## src/dts_consts.svh

```systemverilog
`ifndef DTS_CONSTS_SVH
`define DTS_CONSTS_SVH

// Register indices; the byte address is four times the index.
`define DTS_CTRL_IDX       8'h01
`define DTS_SYNC_IDX       8'h03
`define DTS_CTRL_ADDR      (8'(`DTS_CTRL_IDX * 4))
`define DTS_SYNC_ADDR      (8'(`DTS_SYNC_IDX * 4))
`define DTS_STAT_ADDR      8'h10
`define DTS_MASK_ADDR      8'h14

// Field positions of the shared control register.
`define DTS_MODE_BIT       7
`define DTS_ROUTE_BIT      6
`define DTS_SEL_BIT        6
`define DTS_LOGIC_HI       5
`define DTS_LOGIC_LO       4
`define DTS_SUB_HI         3
`define DTS_SUB_LO         2
`define DTS_RISE_BIT       1
`define DTS_FALL_BIT       0

// Field positions of the synchronisation register.
`define DTS_LRUN_BIT       7
`define DTS_SRUN_BIT       6
`define DTS_SYNC_BIT       5

// Reset values, and the value that the reserved sync bits 4:0 read.
`define DTS_CTRL_RST       6'h00
`define DTS_START_RST      2'h0
`define DTS_FLAG_RST       2'h0
`define DTS_RUN_RST        2'h0
`define DTS_SYNC_RST       1'b0
`define DTS_RSVD_READ      5'h1F

// Glitch filter widths in system clock cycles; the filter counts to one less.
`define DTS_FILT_SHORT     5'h04
`define DTS_FILT_MID       5'h08
`define DTS_FILT_LONG      5'h10

`endif

```

## src/dts_pkg.sv

```systemverilog
package dts_pkg;

  typedef enum logic [1:0] {
    DTS_LOGIC_AND  = 2'h0,
    DTS_LOGIC_OR   = 2'h1,
    DTS_LOGIC_NOR  = 2'h2,
    DTS_LOGIC_NAND = 2'h3
  } dts_combine_t;

  typedef enum logic [1:0] {
    DTS_SUB_NORMAL = 2'h0,
    DTS_SUB_PING   = 2'h1,
    DTS_SUB_LOW    = 2'h2,
    DTS_SUB_HIGH   = 2'h3
  } dts_submode_t;

  typedef enum logic [1:0] {
    DTS_EDGE_FALL = 2'h0,
    DTS_EDGE_RISE = 2'h1,
    DTS_EDGE_BOTH = 2'h2,
    DTS_EDGE_RSVD = 2'h3
  } dts_edge_t;

  typedef enum logic [2:0] {
    DTS_REG_NONE = 3'h0,
    DTS_REG_CTRL = 3'h1,
    DTS_REG_SYNC = 3'h2,
    DTS_REG_STAT = 3'h3,
    DTS_REG_MASK = 3'h4
  } dts_reg_t;

endpackage : dts_pkg

```

## src/dts_demod_filter.sv

```systemverilog
`timescale 1ns/100ps
`include "dts_consts.svh"

module dts_demod_filter (
  input  wire logic               pclk,
  input  wire logic               presetn,
  input  wire logic               demod_pin_a,
  input  wire logic               demod_pin_b,
  input  wire logic               sel_pin_a,
  input  wire dts_pkg::dts_edge_t edge_sel,
  input  wire logic [1:0]         filt_code,
  output logic                    rise_evt,
  output logic                    fall_evt
);
  import dts_pkg::*;

  logic [1:0] meta_r;
  logic [1:0] sync_r;
  logic       sel_s;
  logic       lvl_r;
  logic       lvl_nxt;
  logic [3:0] cnt_r;
  logic [3:0] cnt_nxt;
  logic       rise_nxt;
  logic       fall_nxt;

  function automatic logic [3:0] filt_last(input logic [1:0] code);
    logic [4:0] len;
    case (code)
      2'h1:    len = `DTS_FILT_SHORT;
      2'h2:    len = `DTS_FILT_MID;
      2'h3:    len = `DTS_FILT_LONG;
      default: len = 5'h01;
    endcase
    filt_last = 4'(len - 5'h01);
  endfunction : filt_last

  // Both pins pass two flip-flops before the selector looks at them.
  genvar g;
  generate
    for (g = 0; g < 2; g++) begin : g_sync
      always_ff @(posedge pclk or negedge presetn) begin
        if (!presetn) begin
          meta_r[g] <= 1'b0;
          sync_r[g] <= 1'b0;
        end else begin
          meta_r[g] <= (g == 0) ? demod_pin_a : demod_pin_b;
          sync_r[g] <= meta_r[g];
        end
      end
    end
  endgenerate

  assign sel_s = sel_pin_a ? sync_r[0] : sync_r[1]; // RULE_07

  // A new level is accepted only after it has held for the whole filter width.
  always_comb begin
    lvl_nxt = lvl_r;
    cnt_nxt = 4'h0;
    if (sel_s != lvl_r) begin
      if (filt_code == 2'h0 || cnt_r >= filt_last(filt_code)) begin // RULE_09
        lvl_nxt = sel_s;
      end else begin
        cnt_nxt = 4'(cnt_r + 4'h1);
      end
    end
    rise_nxt = lvl_nxt & ~lvl_r & (edge_sel == DTS_EDGE_RISE || edge_sel == DTS_EDGE_BOTH); // RULE_08
    fall_nxt = ~lvl_nxt & lvl_r & (edge_sel == DTS_EDGE_FALL || edge_sel == DTS_EDGE_BOTH); // RULE_08
  end

  always_ff @(posedge pclk or negedge presetn) begin
    if (!presetn) begin
      lvl_r    <= 1'b0;
      cnt_r    <= 4'h0;
      rise_evt <= 1'b0;
      fall_evt <= 1'b0;
    end else begin
      lvl_r    <= lvl_nxt;
      cnt_r    <= cnt_nxt;
      rise_evt <= rise_nxt;
      fall_evt <= fall_nxt;
    end
  end

  property p_edge_type;
    @(posedge pclk) disable iff (!presetn)
      rise_evt |-> $past(edge_sel) == DTS_EDGE_RISE || $past(edge_sel) == DTS_EDGE_BOTH;
  endproperty
  a_edge_type: assert property (p_edge_type) else $error("rise event with wrong edge select"); // RULE_08

  property p_filter_four;
    @(posedge pclk) disable iff (!presetn)
      (lvl_nxt != lvl_r) && filt_code == 2'h1 && $past(filt_code, 1) == 2'h1
        && $past(filt_code, 2) == 2'h1 && $past(filt_code, 3) == 2'h1
      |-> sel_s == $past(sel_s, 1) && sel_s == $past(sel_s, 2) && sel_s == $past(sel_s, 3);
  endproperty
  a_filter_four: assert property (p_filter_four) else $error("level passed 4-cycle filter early"); // RULE_09

endmodule : dts_demod_filter

```

## src/dts_shared_ctrl.sv

```systemverilog
// Notes on behaviour
// (RULE_01) Control bit 7: 1 demodulation, 0 transmit.
// (RULE_02) Transmit bit 6 routes combined output to pin.
// (RULE_03) Bits 5:4 combine: AND, OR, NOR, NAND.
// (RULE_04) Bits 3:2: normal, ping-pong, long forced 0/1.
// (RULE_05) Bit 1 sets short output start level.
// (RULE_06) Bit 0 sets long output start level.
// (RULE_07) Demod bit 6: 1 pin a, 0 pin b.
// (RULE_08) Bits 5:4 edge: falling, rising, both, reserved.
// (RULE_09) Bits 3:2 glitch filter: none, 4, 8, 16.
// (RULE_10) Bits 1:0 edge flags; write one clears.
// (RULE_11) Sync bits 7/6 start, stop, report counters.
// (RULE_12) Sync bit 5 enables sync; bits 4:0 read ones.
// (RULE_13) Flags set on filtered selected edges, stay set.
`timescale 1ns/100ps
`include "dts_consts.svh"

module dts_shared_ctrl (
  input  wire logic                 pclk,
  input  wire logic                 presetn,
  input  wire logic                 psel,
  input  wire logic                 penable,
  input  wire logic                 pwrite,
  input  wire logic [7:0]           paddr,
  input  wire logic [31:0]          pwdata,
  output logic [31:0]               prdata,
  output logic                      pready,
  output logic                      pslverr,
  output logic                      irq,
  input  wire logic                 demod_pin_a,
  input  wire logic                 demod_pin_b,
  input  wire logic                 short_counter_output,
  input  wire logic                 long_counter_output,
  input  wire logic                 short_counter_expired,
  input  wire logic                 long_counter_expired,
  output logic                      combined_output_pin_o,
  output logic                      combined_output_pin_oe,
  output logic                      demod_mode,
  output logic                      long_counter_run,
  output logic                      short_counter_run,
  output logic                      sync_mode_en,
  output dts_pkg::dts_submode_t     transmit_submode,
  output logic                      short_output_start_level,
  output logic                      long_output_start_level
);
  import dts_pkg::*;

  logic [7:2]  ctrl_r;
  logic [7:2]  ctrl_nxt;
  logic [1:0]  start_r;
  logic [1:0]  start_nxt;
  logic [1:0]  flag_r;
  logic [1:0]  flag_nxt;
  logic [1:0]  run_r;
  logic [1:0]  run_nxt;
  logic        sync_r;
  logic        sync_nxt;
  logic [1:0]  stat_r;
  logic [1:0]  stat_nxt;
  logic [1:0]  mask_r;
  logic [1:0]  mask_nxt;
  logic        irq_r;
  logic        irq_nxt;
  logic [31:0] prdata_r;
  logic [31:0] prdata_nxt;
  logic        pready_r;
  logic        pready_nxt;
  logic        pslverr_r;
  logic        pslverr_nxt;
  logic        pin_o_r;
  logic        pin_o_nxt;
  logic        pin_oe_r;
  logic        pin_oe_nxt;
  logic        rise_evt;
  logic        fall_evt;
  logic [1:0]  edge_evt;
  logic        setup;
  logic        wr_acc;
  logic        rd_acc;
  dts_reg_t    reg_id;
  logic        long_eff;
  logic [31:0] rd_word;

  function automatic dts_reg_t reg_decode(input logic [7:0] addr);
    case (addr)
      `DTS_CTRL_ADDR: reg_decode = DTS_REG_CTRL;
      `DTS_SYNC_ADDR: reg_decode = DTS_REG_SYNC;
      `DTS_STAT_ADDR: reg_decode = DTS_REG_STAT;
      `DTS_MASK_ADDR: reg_decode = DTS_REG_MASK;
      default:        reg_decode = DTS_REG_NONE;
    endcase
  endfunction : reg_decode

  function automatic logic combine(input logic [1:0] code, input logic s, input logic l);
    case (dts_combine_t'(code))
      DTS_LOGIC_AND:  combine = s & l;
      DTS_LOGIC_OR:   combine = s | l;
      DTS_LOGIC_NOR:  combine = ~(s | l);
      default:        combine = ~(s & l);
    endcase
  endfunction : combine

  dts_demod_filter u_filter (
    .pclk        (pclk),
    .presetn     (presetn),
    .demod_pin_a (demod_pin_a),
    .demod_pin_b (demod_pin_b),
    .sel_pin_a   (ctrl_r[`DTS_SEL_BIT]),
    .edge_sel    (dts_edge_t'(ctrl_r[`DTS_LOGIC_HI:`DTS_LOGIC_LO])),
    .filt_code   (ctrl_r[`DTS_SUB_HI:`DTS_SUB_LO]),
    .rise_evt    (rise_evt),
    .fall_evt    (fall_evt)
  );

  // Edges count only while demodulation is selected.
  assign edge_evt = {rise_evt, fall_evt} & {2{ctrl_r[`DTS_MODE_BIT]}}; // RULE_13
  assign setup    = psel & ~penable;
  assign wr_acc   = psel & penable & pready_r & pwrite;
  assign rd_acc   = psel & penable & pready_r & ~pwrite;
  assign reg_id   = reg_decode(paddr);

  always_comb begin
    case (reg_id)
      DTS_REG_CTRL: rd_word = {24'h0, ctrl_r, ctrl_r[`DTS_MODE_BIT] ? flag_r : start_r}; // RULE_01
      DTS_REG_SYNC: rd_word = {24'h0, run_r, sync_r, `DTS_RSVD_READ}; // RULE_12
      DTS_REG_STAT: rd_word = {30'h0, stat_r};
      DTS_REG_MASK: rd_word = {30'h0, mask_r};
      default:      rd_word = 32'h0;
    endcase
  end

  // Register writes take effect at the access edge only.
  always_comb begin
    ctrl_nxt  = ctrl_r;
    start_nxt = start_r;
    flag_nxt  = flag_r;
    run_nxt   = run_r & ~{long_counter_expired, short_counter_expired};
    sync_nxt  = sync_r;
    mask_nxt  = mask_r;
    stat_nxt  = stat_r;
    if (wr_acc && reg_id == DTS_REG_CTRL) begin
      ctrl_nxt = pwdata[7:2]; // RULE_01
      if (!ctrl_r[`DTS_MODE_BIT]) begin
        start_nxt = pwdata[1:0]; // RULE_05 RULE_06
      end else begin
        flag_nxt = flag_r & ~pwdata[1:0]; // RULE_10
      end
    end
    if (wr_acc && reg_id == DTS_REG_SYNC) begin
      run_nxt  = pwdata[`DTS_LRUN_BIT:`DTS_SRUN_BIT]; // RULE_11
      sync_nxt = pwdata[`DTS_SYNC_BIT]; // RULE_12
    end
    if (wr_acc && reg_id == DTS_REG_MASK) begin
      mask_nxt = pwdata[1:0];
    end
    // Only the bits that the read actually returned are cleared, so an event
    // arriving between setup and access is not lost.
    if (rd_acc && reg_id == DTS_REG_STAT) begin
      stat_nxt = stat_r & ~prdata_r[1:0];
    end
    flag_nxt = flag_nxt | edge_evt; // RULE_10 RULE_13
    stat_nxt = stat_nxt | edge_evt;
    irq_nxt  = |(stat_r & mask_r);
  end

  // Combined pin path.
  always_comb begin
    case (dts_submode_t'(ctrl_r[`DTS_SUB_HI:`DTS_SUB_LO]))
      DTS_SUB_LOW:  long_eff = 1'b0; // RULE_04
      DTS_SUB_HIGH: long_eff = 1'b1; // RULE_04
      default:      long_eff = long_counter_output;
    endcase
    pin_o_nxt  = combine(ctrl_r[`DTS_LOGIC_HI:`DTS_LOGIC_LO], short_counter_output, long_eff); // RULE_03
    pin_oe_nxt = ~ctrl_r[`DTS_MODE_BIT] & ctrl_r[`DTS_ROUTE_BIT]; // RULE_02
  end

  // Zero-wait APB: ready is raised in every access phase one cycle after setup.
  always_comb begin
    pready_nxt  = setup;
    pslverr_nxt = setup & (reg_id == DTS_REG_NONE);
    prdata_nxt  = (setup && !pwrite) ? rd_word : prdata_r;
  end

  always_ff @(posedge pclk or negedge presetn) begin
    if (!presetn) begin
      ctrl_r    <= `DTS_CTRL_RST;
      start_r   <= `DTS_START_RST;
      flag_r    <= `DTS_FLAG_RST;
      run_r     <= `DTS_RUN_RST;
      sync_r    <= `DTS_SYNC_RST;
      stat_r    <= 2'h0;
      mask_r    <= 2'h0;
      irq_r     <= 1'b0;
      prdata_r  <= 32'h0;
      pready_r  <= 1'b0;
      pslverr_r <= 1'b0;
      pin_o_r   <= 1'b0;
      pin_oe_r  <= 1'b0;
    end else begin
      ctrl_r    <= ctrl_nxt;
      start_r   <= start_nxt;
      flag_r    <= flag_nxt;
      run_r     <= run_nxt;
      sync_r    <= sync_nxt;
      stat_r    <= stat_nxt;
      mask_r    <= mask_nxt;
      irq_r     <= irq_nxt;
      prdata_r  <= prdata_nxt;
      pready_r  <= pready_nxt;
      pslverr_r <= pslverr_nxt;
      pin_o_r   <= pin_o_nxt;
      pin_oe_r  <= pin_oe_nxt;
    end
  end

  assign prdata                   = prdata_r;
  assign pready                   = pready_r;
  assign pslverr                  = pslverr_r;
  assign irq                      = irq_r;
  assign combined_output_pin_o    = pin_o_r;
  assign combined_output_pin_oe   = pin_oe_r;
  assign demod_mode               = ctrl_r[`DTS_MODE_BIT];
  assign long_counter_run         = run_r[1];
  assign short_counter_run        = run_r[0];
  assign sync_mode_en             = sync_r;
  assign transmit_submode         = dts_submode_t'(ctrl_r[`DTS_SUB_HI:`DTS_SUB_LO]);
  assign short_output_start_level = start_r[1];
  assign long_output_start_level  = start_r[0];

  property p_mode_write;
    @(posedge pclk) disable iff (!presetn)
      wr_acc && reg_id == DTS_REG_CTRL |=> demod_mode == $past(pwdata[7]);
  endproperty
  a_mode_write: assert property (p_mode_write) else $error("mode bit not taken from write"); // RULE_01

  property p_pin_drive;
    @(posedge pclk) disable iff (!presetn)
      1'b1 |=> combined_output_pin_oe == $past(~ctrl_r[7] & ctrl_r[6]);
  endproperty
  a_pin_drive: assert property (p_pin_drive) else $error("pin enable does not follow route"); // RULE_02

  property p_and_combine;
    @(posedge pclk) disable iff (!presetn)
      ctrl_r[5:4] == 2'h0 && ctrl_r[3:2] == 2'h0
      |=> combined_output_pin_o == ($past(short_counter_output) & $past(long_counter_output));
  endproperty
  a_and_combine: assert property (p_and_combine) else $error("AND combine wrong"); // RULE_03

  property p_force_high;
    @(posedge pclk) disable iff (!presetn)
      ctrl_r[5:4] == 2'h1 && ctrl_r[3:2] == 2'h3 |=> combined_output_pin_o;
  endproperty
  a_force_high: assert property (p_force_high) else $error("forced-high long output lost"); // RULE_04

  property p_start_level;
    @(posedge pclk) disable iff (!presetn)
      wr_acc && reg_id == DTS_REG_CTRL && !ctrl_r[7]
      |=> short_output_start_level == $past(pwdata[1]) && long_output_start_level == $past(pwdata[0]);
  endproperty
  a_start_level: assert property (p_start_level) else $error("start levels not stored"); // RULE_05 RULE_06

  property p_flag_clear;
    @(posedge pclk) disable iff (!presetn)
      wr_acc && reg_id == DTS_REG_CTRL && ctrl_r[7] && pwdata[1] && !rise_evt |=> !flag_r[1];
  endproperty
  a_flag_clear: assert property (p_flag_clear) else $error("rise flag not cleared by write"); // RULE_10

  property p_flag_hold;
    @(posedge pclk) disable iff (!presetn)
      flag_r[0] && !(wr_acc && reg_id == DTS_REG_CTRL && ctrl_r[7] && pwdata[0]) |=> flag_r[0];
  endproperty
  a_flag_hold: assert property (p_flag_hold) else $error("fall flag dropped by itself"); // RULE_13

  property p_run_start;
    @(posedge pclk) disable iff (!presetn)
      wr_acc && reg_id == DTS_REG_SYNC && pwdata[7] |=> long_counter_run ##1 1'b1;
  endproperty
  a_run_start: assert property (p_run_start) else $error("long counter did not start"); // RULE_11

  property p_sync_read;
    @(posedge pclk) disable iff (!presetn)
      rd_acc && reg_id == DTS_REG_SYNC
      |-> prdata[4:0] == 5'h1F && prdata[7:5] == $past({run_r, sync_r});
  endproperty
  a_sync_read: assert property (p_sync_read) else $error("sync register read wrong"); // RULE_12

  // An unmapped access is answered in the normal slot, flagged, and reads as zero.
  property p_unmapped_err;
    @(posedge pclk) disable iff (!presetn)
      setup && reg_id == DTS_REG_NONE |=> pready && pslverr && (pwrite || prdata == 32'h0);
  endproperty
  a_unmapped_err: assert property (p_unmapped_err) else $error("unmapped access not refused");

  property p_irq_level;
    @(posedge pclk) disable iff (!presetn)
      |(stat_r & mask_r) |=> irq;
  endproperty
  a_irq_level: assert property (p_irq_level) else $error("interrupt not raised");

  c_pin_routed: cover property (@(posedge pclk) disable iff (!presetn) combined_output_pin_oe);
  c_rise_flag:  cover property (@(posedge pclk) disable iff (!presetn) $rose(flag_r[1]));
  c_both_run:   cover property (@(posedge pclk) disable iff (!presetn) &run_r && sync_r);
  c_irq:        cover property (@(posedge pclk) disable iff (!presetn) $rose(irq));

endmodule : dts_shared_ctrl

```

## config.mk

```make
export PLATFORM = sky130hd
export DESIGN_NAME = dts_shared_ctrl
export DESIGN_NICKNAME = d
export VERILOG_FILES = /design/src/dts_pkg.sv /design/src/dts_demod_filter.sv /design/src/dts_shared_ctrl.sv
export VERILOG_INCLUDE_DIRS = /design/src /design/src/src
export SDC_FILE = /design/constraint.sdc
export NUM_CORES = 1
export LEC_CHECK = 0
export BUFFER_PORTS_ARGS = -buffer_cell sky130_fd_sc_hd__buf_2
export CAP_MARGIN = 20
export CORE_MARGIN = 2
export CORE_UTILIZATION = 35
export DETAILED_ROUTE_END_ITERATION = 10
export PLACE_DENSITY = 0.62
export SYNTH_ARGS = -nofsm -noshare
export SYNTH_HDL_FRONTEND = slang
export SYNTH_SLANG_ARGS = --single-unit
```

## constraint.sdc

```tcl
create_clock -name pclk -period 2.5 [get_ports pclk]
set_input_delay 0.5 -clock pclk [delete_from_list [all_inputs] [get_ports pclk]]
set_output_delay 0.5 -clock pclk [all_outputs]
set_load 0.02 [all_outputs]
```

### Yosys cells after proc, flatten, opt, wreduce, memory -nomap -nowiden

Cells that the tools add are included.

* $add $sub $neg: 2
* magnitude comparators: 1
* equality and inequality tests: 14
* mux-type cells: 16
* bitwise logic cells: 30
* reduce and logical (&&, ||, !) cells: 14

Operator list (number)
* one-hot mux 8 bit (4 select lines): 1
* == test 8 x 5 -> 1 bit (second input constant): 2
* bitwise AND 1 bit: 12
* 2-to-1 mux 4 bit: 3
* one-hot mux 3 bit (4 select lines): 1
* one-hot mux 4 bit (3 select lines): 1
* bitwise AND 2 bit: 5
* 2-to-1 mux 2 bit: 5
* == test 8 x 3 -> 1 bit (second input constant): 1
* == test 8 x 4 -> 1 bit (second input constant): 1
* NOT 1 bit: 7
* == test 2 bit (second input constant): 3
* == test 3 x 2 -> 1 bit (second input constant): 2
* NOT 2 bit: 3
* logical AND 1 bit: 5
* adder 4 x 1 -> 4 bit (second input constant): 1
* == test 2 x 1 -> 1 bit (second input constant): 2
* greater-or-equal comparator 4 bit: 1
* zero test 2 bit: 2
* OR 2 bit: 2
* subtractor 4 x 1 -> 4 bit (second input constant): 1
* == test 3 x 1 -> 1 bit (second input constant): 1
* == test 3 bit (second input constant): 1
* zero test 3 bit: 1
* other kinds (9): 13

* bits in registers: 65
* input bits: 51
* output and inout port bits: 45
* logic and storage cells: 98

### Logic depth before layout (Yosys ltp)

Gate-level depths: netlist of the first run.

* word-level depth: 11
* gate-level depth with buffers: 7
* gate-level depth less buffers: 7

### By module

A second synthesis of the first run with hierarchy kept.

* cells, all modules: 195
* area, all modules: 2192.1 um^2

Modules (own cells, without submodules)
* dts_shared_ctrl: instances 1, cells each 150, area each 1634.1 um^2, sequential area each 750.7 um^2
* dts_demod_filter: instances 1, cells each 45, area each 558.0 um^2, sequential area each 275.3 um^2

### Worst setup path after synthesis of the first run

OpenSTA, ideal clock, no wires.

* path kind: register to register
* from: register ctrl_r[2] (netlist name)
* to: register u_filter.lvl_r
* setup time: 0.125 ns
* arrival: 1.807 ns
* required time: 2.375 ns
* setup slack: 0.568 ns
* stages on the path, launching flop included: 8
* buffers on the path: 0
* period minus slack after synthesis: 1.932 ns
* cells stage by stage: dfrtp_1 > nor2_1 > inv_1 > ha_1 > nand2b_1 > a211oi_1 > o21a_1 > mux2_2

* word-level cells in the longest chain between the ends: 8
* elaborated cells between the ends (all ways): 11
* those cells by class: 1 x add/sub; 1 x order compare; 3 x eq/ne; 4 x mux; 2 x reduce/logical

Ends and longest elaborated chain
* start, declared: line dts_shared_ctrl.sv:48 `logic [7:2] ctrl_r;`
* start signal, assigned: line dts_shared_ctrl.sv:186 `` ctrl_r <= `DTS_CTRL_RST; ``
* start signal, assigned: line dts_shared_ctrl.sv:200 `ctrl_r <= ctrl_nxt;`
* == test 2 bit / == test 2 x 1 -> 1 bit (equally long branches): line dts_demod_filter.sv:29 `case (code)`
* one-hot mux 4 bit (3 select lines): line dts_demod_filter.sv:29
* 2-to-1 mux 4 bit: line dts_demod_filter.sv:60 `if (sel_s != lvl_r) begin`
* subtractor 4 x 1 -> 4 bit: line dts_demod_filter.sv:35 `filt_last = 4'(len - 5'h01);`
* greater-or-equal comparator 4 bit: line dts_demod_filter.sv:61 `if (filt_code == 2'h0 || cnt_r >= filt_last(filt_code)) begin`
* logical OR 1 bit *: line dts_demod_filter.sv:61
* 2-to-1 mux 1 bit *: line dts_demod_filter.sv:61
* 2-to-1 mux 1 bit *: line dts_demod_filter.sv:60
* via u_filter.lvl_nxt: line dts_demod_filter.sv:21 `logic lvl_nxt;`
* end signal, assigned: line dts_demod_filter.sv:78 `lvl_r <= lvl_nxt;`
* end, declared: line dts_demod_filter.sv:20 `logic lvl_r;`

The timed path passes the listed nets; every way through them passes the cells marked *. The select of a mux whose other input is x is not followed.
A chain may end at the register's enable or synchronous reset.

### Final worst setup path of the first run

Ends and elaborated chain as after synthesis.

==> qor.yml, run 1 <==
status: "finished clean"
synthTopCellsByArea: "dfrtp_1 48%, buf_4 9.1%, ha_1 5.3%, mux2_2 5.3%, o21ai_0 3.7%"
antennaDiodeCount: 0
synth_top_family_by_area: "simple AND/OR/NAND/NOR gates"
fin_crit_ps: 2150
hold_depth: 1
power_w: 0.00142
crit_fanout: 6
synth-main-ff-cell: "dfrtp_1"
routedWlPerCell_um: 12.5
yosys.area.top_type_share: 0.479
postSynth.asyncResetShare: 1.00
hold_buffers: 0
grt_max_degree: 42
core_area_um2: 5920
fp.dieH_um: 82.2
drive_gt1_frac: 0.311
cts_root_buffer: "clkbuf_8"
htree_levels: 2
cp_num_buf_inv: 1
syn_area_per_cell_um2: 11.0
slowest_delay_ps: 440
cp.required_ps: 2670
first_global_vias: 1409
critPathCaptureType: "register"
critical-path-top-delay-family: "compound AO/OA/AOI/OAI gates"
multi_input_area_um2: 968
area_growth_pct: 15.4
rsz0062_at_grt: "false"
track_usage: 0.127
nNetsFinal: 304
worst_pin_slew_ps: 917
clk_pin_slew_worst_paths_ps: 80
max_freq_mhz: 465
worst-path-stages: 7
synth_seq_cells: 41
yosys_warnings: 0
synth_edf_count: 0
hold_class: "in -> reg"
place_hpwl_mm: 3.03
final_area_um2: 2470
synthSimpleGateAreaFrac: 0.150
cp_data_arrival_time_ps: 2320
num-fill-cells: 595
drc: 0
cts_tree: "done"
ant_nets: 0
post-route-period-util: 0.860
finClkSkew_ps: 8.85
finalSetupViolations: 0
largest_reg_flops: 8
insertion_delay_ps: 290
hold_viol: 0
synth-adder-area-share: 0.0526
whs_ps: 319
cts_resized: 0
synthDistinctLibCells: 40
cts_buffers: 5
seq_area_frac_synth: 0.479
powerDensity_nw_per_um2: 574
gp_congestion: 0.776
via_per_inst: 4.58
synth_xor_area_frac: 0.0123
placedInstanceArea_um2: 2370
muxShareOfSynthArea: 0.0923
crit_type: "reg -> reg"
crit_slowest_cell: "dfrtp_1"
reg2reg_depth: 7
slew_violations: 0
synth.cell_area_um2: 2140
dp_slack_ps: 353
max_cap_viol_count: 0
post_cts_buffers: 0
tns_ps: 0
port_buffers: 47
clk_path_buf_depth: 2
grt_overflow: 0
fin_ws_ps: 351
synth_top_cell_by_area: "dfrtp_1"
initial_utilization: 0.362
postSynthCellCount: 194
die_x_um: 82.2
core.rowCount: 28
synth_compound_area_frac: 0.103
grt_antenna_before_repair: 0
drt_wl_total_mm: 4.00
ff_latch_area_um2: 1030
first_iter_violations: 102
crit_chain: "nor2_1, inv_1, ha_1, nand2b_1, a211oi_1, o21a_1, mux2_2"
leakage_nw: 1.26
grt_pass1_wl_mm: 6.50
maxSlewHeadroom: 0.389
vias: 1461
critPathLaunchType: "register"
dieArea_um2: 6760
ios: 96
cts.sinks: 41
dr.pass1.iters: 4
peakVddDrop_v: 0.000285
where the power goes:
group / internal, W / leakage, nW / total, W / switching [W]
clock: 0.000290 / 0.0540 / 0.000513 / 0.000222
sequential: 0.000694 / 0.537 / 0.000722 / 0.0000280
combinational: 0.0000707 / 0.669 / 0.000184 / 0.000113
total: 0.00106 / 1.26 / 0.00142 / 0.000364
stage by stage:
step,cells,utilization
after floorplan,217,-
after global placement,312,0.400
after detailed placement,312,0.400
after CTS,319,0.418
after global routing,319,0.418
final,319,0.418
placed cells by master (no fill, tap or decap), drive strengths merged:
| master | count |
|---|---|
| nor2b | 5 |
| nand2b | 4 |
| nand3 | 4 |
| ha | 9 |
| dfrtp | 41 |
| and2 | 1 |
| a21oi | 3 |
| o211ai | 1 |
| nor2 | 6 |
| and3 | 2 |
| xnor2 | 2 |
| or3 | 1 |
| or2 | 1 |
| mux2 | 13 |
| clkinv | 1 |
| and4b | 1 |
| a2111o | 1 |
| clkbuf | 5 |
| conb | 24 |
| buf | 50 |
| a211oi | 1 |
| nand4b | 2 |
| nor3 | 2 |
| a221oi | 2 |
| o21ai | 16 |
| o21a | 1 |
| a22o | 5 |
| bufinv | 1 |
| mux2i | 4 |
| nor4b | 3 |
| a31o | 1 |
| xor2 | 1 |
| and4 | 1 |
| nand2 | 17 |
| inv | 6 |
| nor3b | 1 |
| nor4 | 2 |
| a22oi | 3 |
cells by family (layout without fill, tap and decap cells):
| kind of cell | count (synthesis) | in the layout |
|---|---|---|
| flops | 41 | 41 |
| other cells | 1 | 24 |
| xor+xnor | 3 | 3 |
| buf+inv | 36 | 63 |
| mux | 17 | 17 |
| simple gates | 53 | 53 |
| fa+ha+maj | 9 | 9 |
| compound gates | 34 | 34 |
routing by layer:
| layer | global-route usage | up-vias | share of wire |
|---|---|---|---|
| met5 | 0 | - | 0 |
| met4 | 0.0400 | 0 | 0.011 |
| met3 | 0.0359 | 7 | 0.064 |
| met2 | 0.214 | 45 | 0.48 |
| met1 | 0.157 | 682 | 0.44 |
| li1 | - | 727 | - |
synthesized netlist by cell type, types with 3 or more instances:
cell,instances
mux2i_1,4
nor4b_1,3
o21ai_0,16
buf_4,26
a22oi_1,3
dfrtp_1,41
nand3_1,4
nor2_1,6
mux2_2,10
inv_1,6
mux2_4,3
a22o_1,5
nand2b_1,4
ha_1,9
a21oi_1,3
nand2_1,16
nor2b_1,5
clkbuf_1,3
path summary, 6_finish.rpt:
check                                   startpoint            endpoint  slack [ps]
worst max-delay path                     ctrl_r[2]      u_filter.lvl_r         350
worst min-delay path                   demod_pin_a  u_filter.meta_r[0]         320
worst max register to register           ctrl_r[2]      u_filter.lvl_r         350
worst min register to register  u_filter.meta_r[0]  u_filter.sync_r[0]         360
max in group asynchronous                  presetn  u_filter.sync_r[0]        1570
min in group asynchronous                  presetn           prdata[3]         340
final cells by class:
class | count | share of cell area
clock inverter | 2 | 0.0142
inverter | 6 | 0.00911
clock buffer | 5 | 0.0278
sequential | 41 | 0.415
tap | 75 | 0.0380
timing repair buffer | 50 | 0.104
multi-input combinational | 140 | 0.392
Note: power is estimated with default switching activity, not from simulation.
==> inputs of run 2 (changes only) <==
--- a/config.mk
+++ b/config.mk
@@ -9,9 +9,10 @@
 export BUFFER_PORTS_ARGS = -buffer_cell sky130_fd_sc_hd__buf_2
 export CAP_MARGIN = 20
 export CORE_MARGIN = 2
-export CORE_UTILIZATION = 35
+export CORE_UTILIZATION = 47
 export DETAILED_ROUTE_END_ITERATION = 10
-export PLACE_DENSITY = 0.62
+export PLACE_DENSITY = 0.8
+export REMOVE_ABC_BUFFERS = 1
 export SYNTH_ARGS = -nofsm -noshare
 export SYNTH_HDL_FRONTEND = slang
 export SYNTH_SLANG_ARGS = --single-unit
==> qor.yml, run 2 (synthesis results as in run 1) <==
status: "finished clean"
post_cts_buffers: 0  # unchanged
max_cap_viol_count: 0  # unchanged
worst_pin_slew_ps: 879  # -38.1 ps
grt_pass1_wl_mm: 6.63  # +2.0%
cp_data_arrival_time_ps: 2290  # -30 ps
final_common_cell: "buf_2"
ant_nets: 0  # unchanged
largest_reg_flops: 8  # unchanged
grt_antenna_before_repair: 0  # unchanged
core.rowCount: 24  # -14%
slew_violations: 0  # unchanged
critPathLaunchType: "register"
leakage_nw: 1.25  # -0.77%
drive_gt1_frac: 0.307  # -0.00410
clk_pin_slew_worst_paths_ps: 70  # about the same
nNetsFinal: 304  # unchanged
critPathCaptureType: "register"
first_iter_violations: 108  # +5.9%
r2r_setup_slack_ps: 370  # +20 ps
rsz0062_at_grt: "false"
htree_levels: 2  # unchanged
ios: 96  # unchanged
dr.pass1.iters: 4  # unchanged
area_growth_pct: 13.3
peakVddDrop_v: 0.000280  # -1.5%
cts_buffers: 5  # unchanged
cts_tree: "done"
crit_fanout: 6  # unchanged
num-fill-cells: 386  # -35%
place_hpwl_mm: 3.04  # +0.35%
drc: 0  # unchanged
mostFrequentLayoutCells: "47 x buf_2, 41 x dfrtp_1, 24 x conb_1"
crit_type: "reg -> reg"
tns_ps: 0  # unchanged
die_x_um: 71.5  # -13%
dieArea_um2: 5110  # -24%
first_global_vias: 1402  # -0.50%
vias: 1476  # +1.0%
cts.sinks: 41  # unchanged
fin_crit_ps: 2130  # -23.6 ps
initial_utilization: 0.489  # +0.127
grt_max_degree: 42  # unchanged
max_freq_mhz: 470  # +1.1%
via_per_inst: 4.99  # +8.9%
track_usage: 0.166  # +0.0387
fin_cells: 296  # -7.2%
hold_viol: 0  # unchanged
hold_buffers: 0  # unchanged
fp.dieH_um: 71.5  # -13%
cp.required_ps: 2670  # about the same
hold_class: "in -> reg"
finalSetupViolations: 0  # unchanged
cts_resized: 0  # unchanged
finClkSkew_ps: 5.37  # -3.48 ps
routedWlPerCell_um: 13.4  # +6.9%
gp_congestion: 0.842  # +8.6%
powerDensity_nw_per_um2: 552  # -3.8%
clk_path_buf_depth: 2  # unchanged
cts_root_buffer: "clkbuf_8"
drt_wl_total_mm: 3.97  # -0.85%
post-route-period-util: 0.850  # -0.00944
core_area_um2: 4380  # -26%
maxSlewHeadroom: 0.414  # +0.0254
multi_input_area_um2: 968  # unchanged
antennaDiodeCount: 0  # unchanged
grt_overflow: 0  # unchanged
ff_latch_area_um2: 1030  # unchanged
port_buffers: 47  # unchanged
insertion_delay_ps: 280  # about the same
dp_cells: 289  # -7.4%
power_w: 0.00134  # -5.6%
## run 2: final cells by class
class                   count  share of cell area
well taps                  52              0.0268
repair buffers             50               0.106
flip-flops and latches     41               0.423
multi-input cells         140               0.399
clock buffers               7              0.0356
inverters                   6             0.00928
## run 2: final timing paths
| check | endpoint | cells after the start | start |
|---|---|---|---|
| worst min-delay path | u_filter.meta_r[0] | 1 | demod_pin_a |
| worst max-delay path | u_filter.lvl_r | 7 | ctrl_r[3] |
| min in group asynchronous | ctrl_r[3] | 1 | presetn |
| worst min register to register | u_filter.sync_r[0] | 0 | u_filter.meta_r[0] |
| worst max register to register | u_filter.lvl_r | 7 | ctrl_r[3] |
| max in group asynchronous | mask_r[1] | 1 | presetn |
## run 2: worst max-delay path: stages (launching register included)
cell and delay [ps]:
dfrtp_1 440, nor2_1 210, inv_1 70, ha_1 260, nand2b_1 130, a211oi_1 300
o21a_1 250, mux2_2 350
## run 2: power by group
group	internal [W]	switching, W	total, W
logic	0.0000719	0.000115	0.000187
clock network	0.000219	0.000209	0.000428
registers	0.000694	0.0000295	0.000724
total	0.000985	0.000354	0.00134
## run 2: metrics by stage
stage	utilization	hold slack, ps	setup WS [ps]	area [um2]
2_1_floorplan	-	204	471	2020
3_3_place_gp	0.534	334	443	2340
3_5_place_dp	0.534	335	413	2340
4_1_cts	0.553	314	355	2430
5_1_grt	0.553	312	199	2430
6_report	0.553	321	374	2430
## run 2: layer usage
layer	track usage	share of wire	vias up
met2	0.282	0.52	43
met4	0.0503	0.0093	0
li1	-	-	732
met1	0.211	0.43	697
met3	0.0380	0.048	4
met5	0	0	-
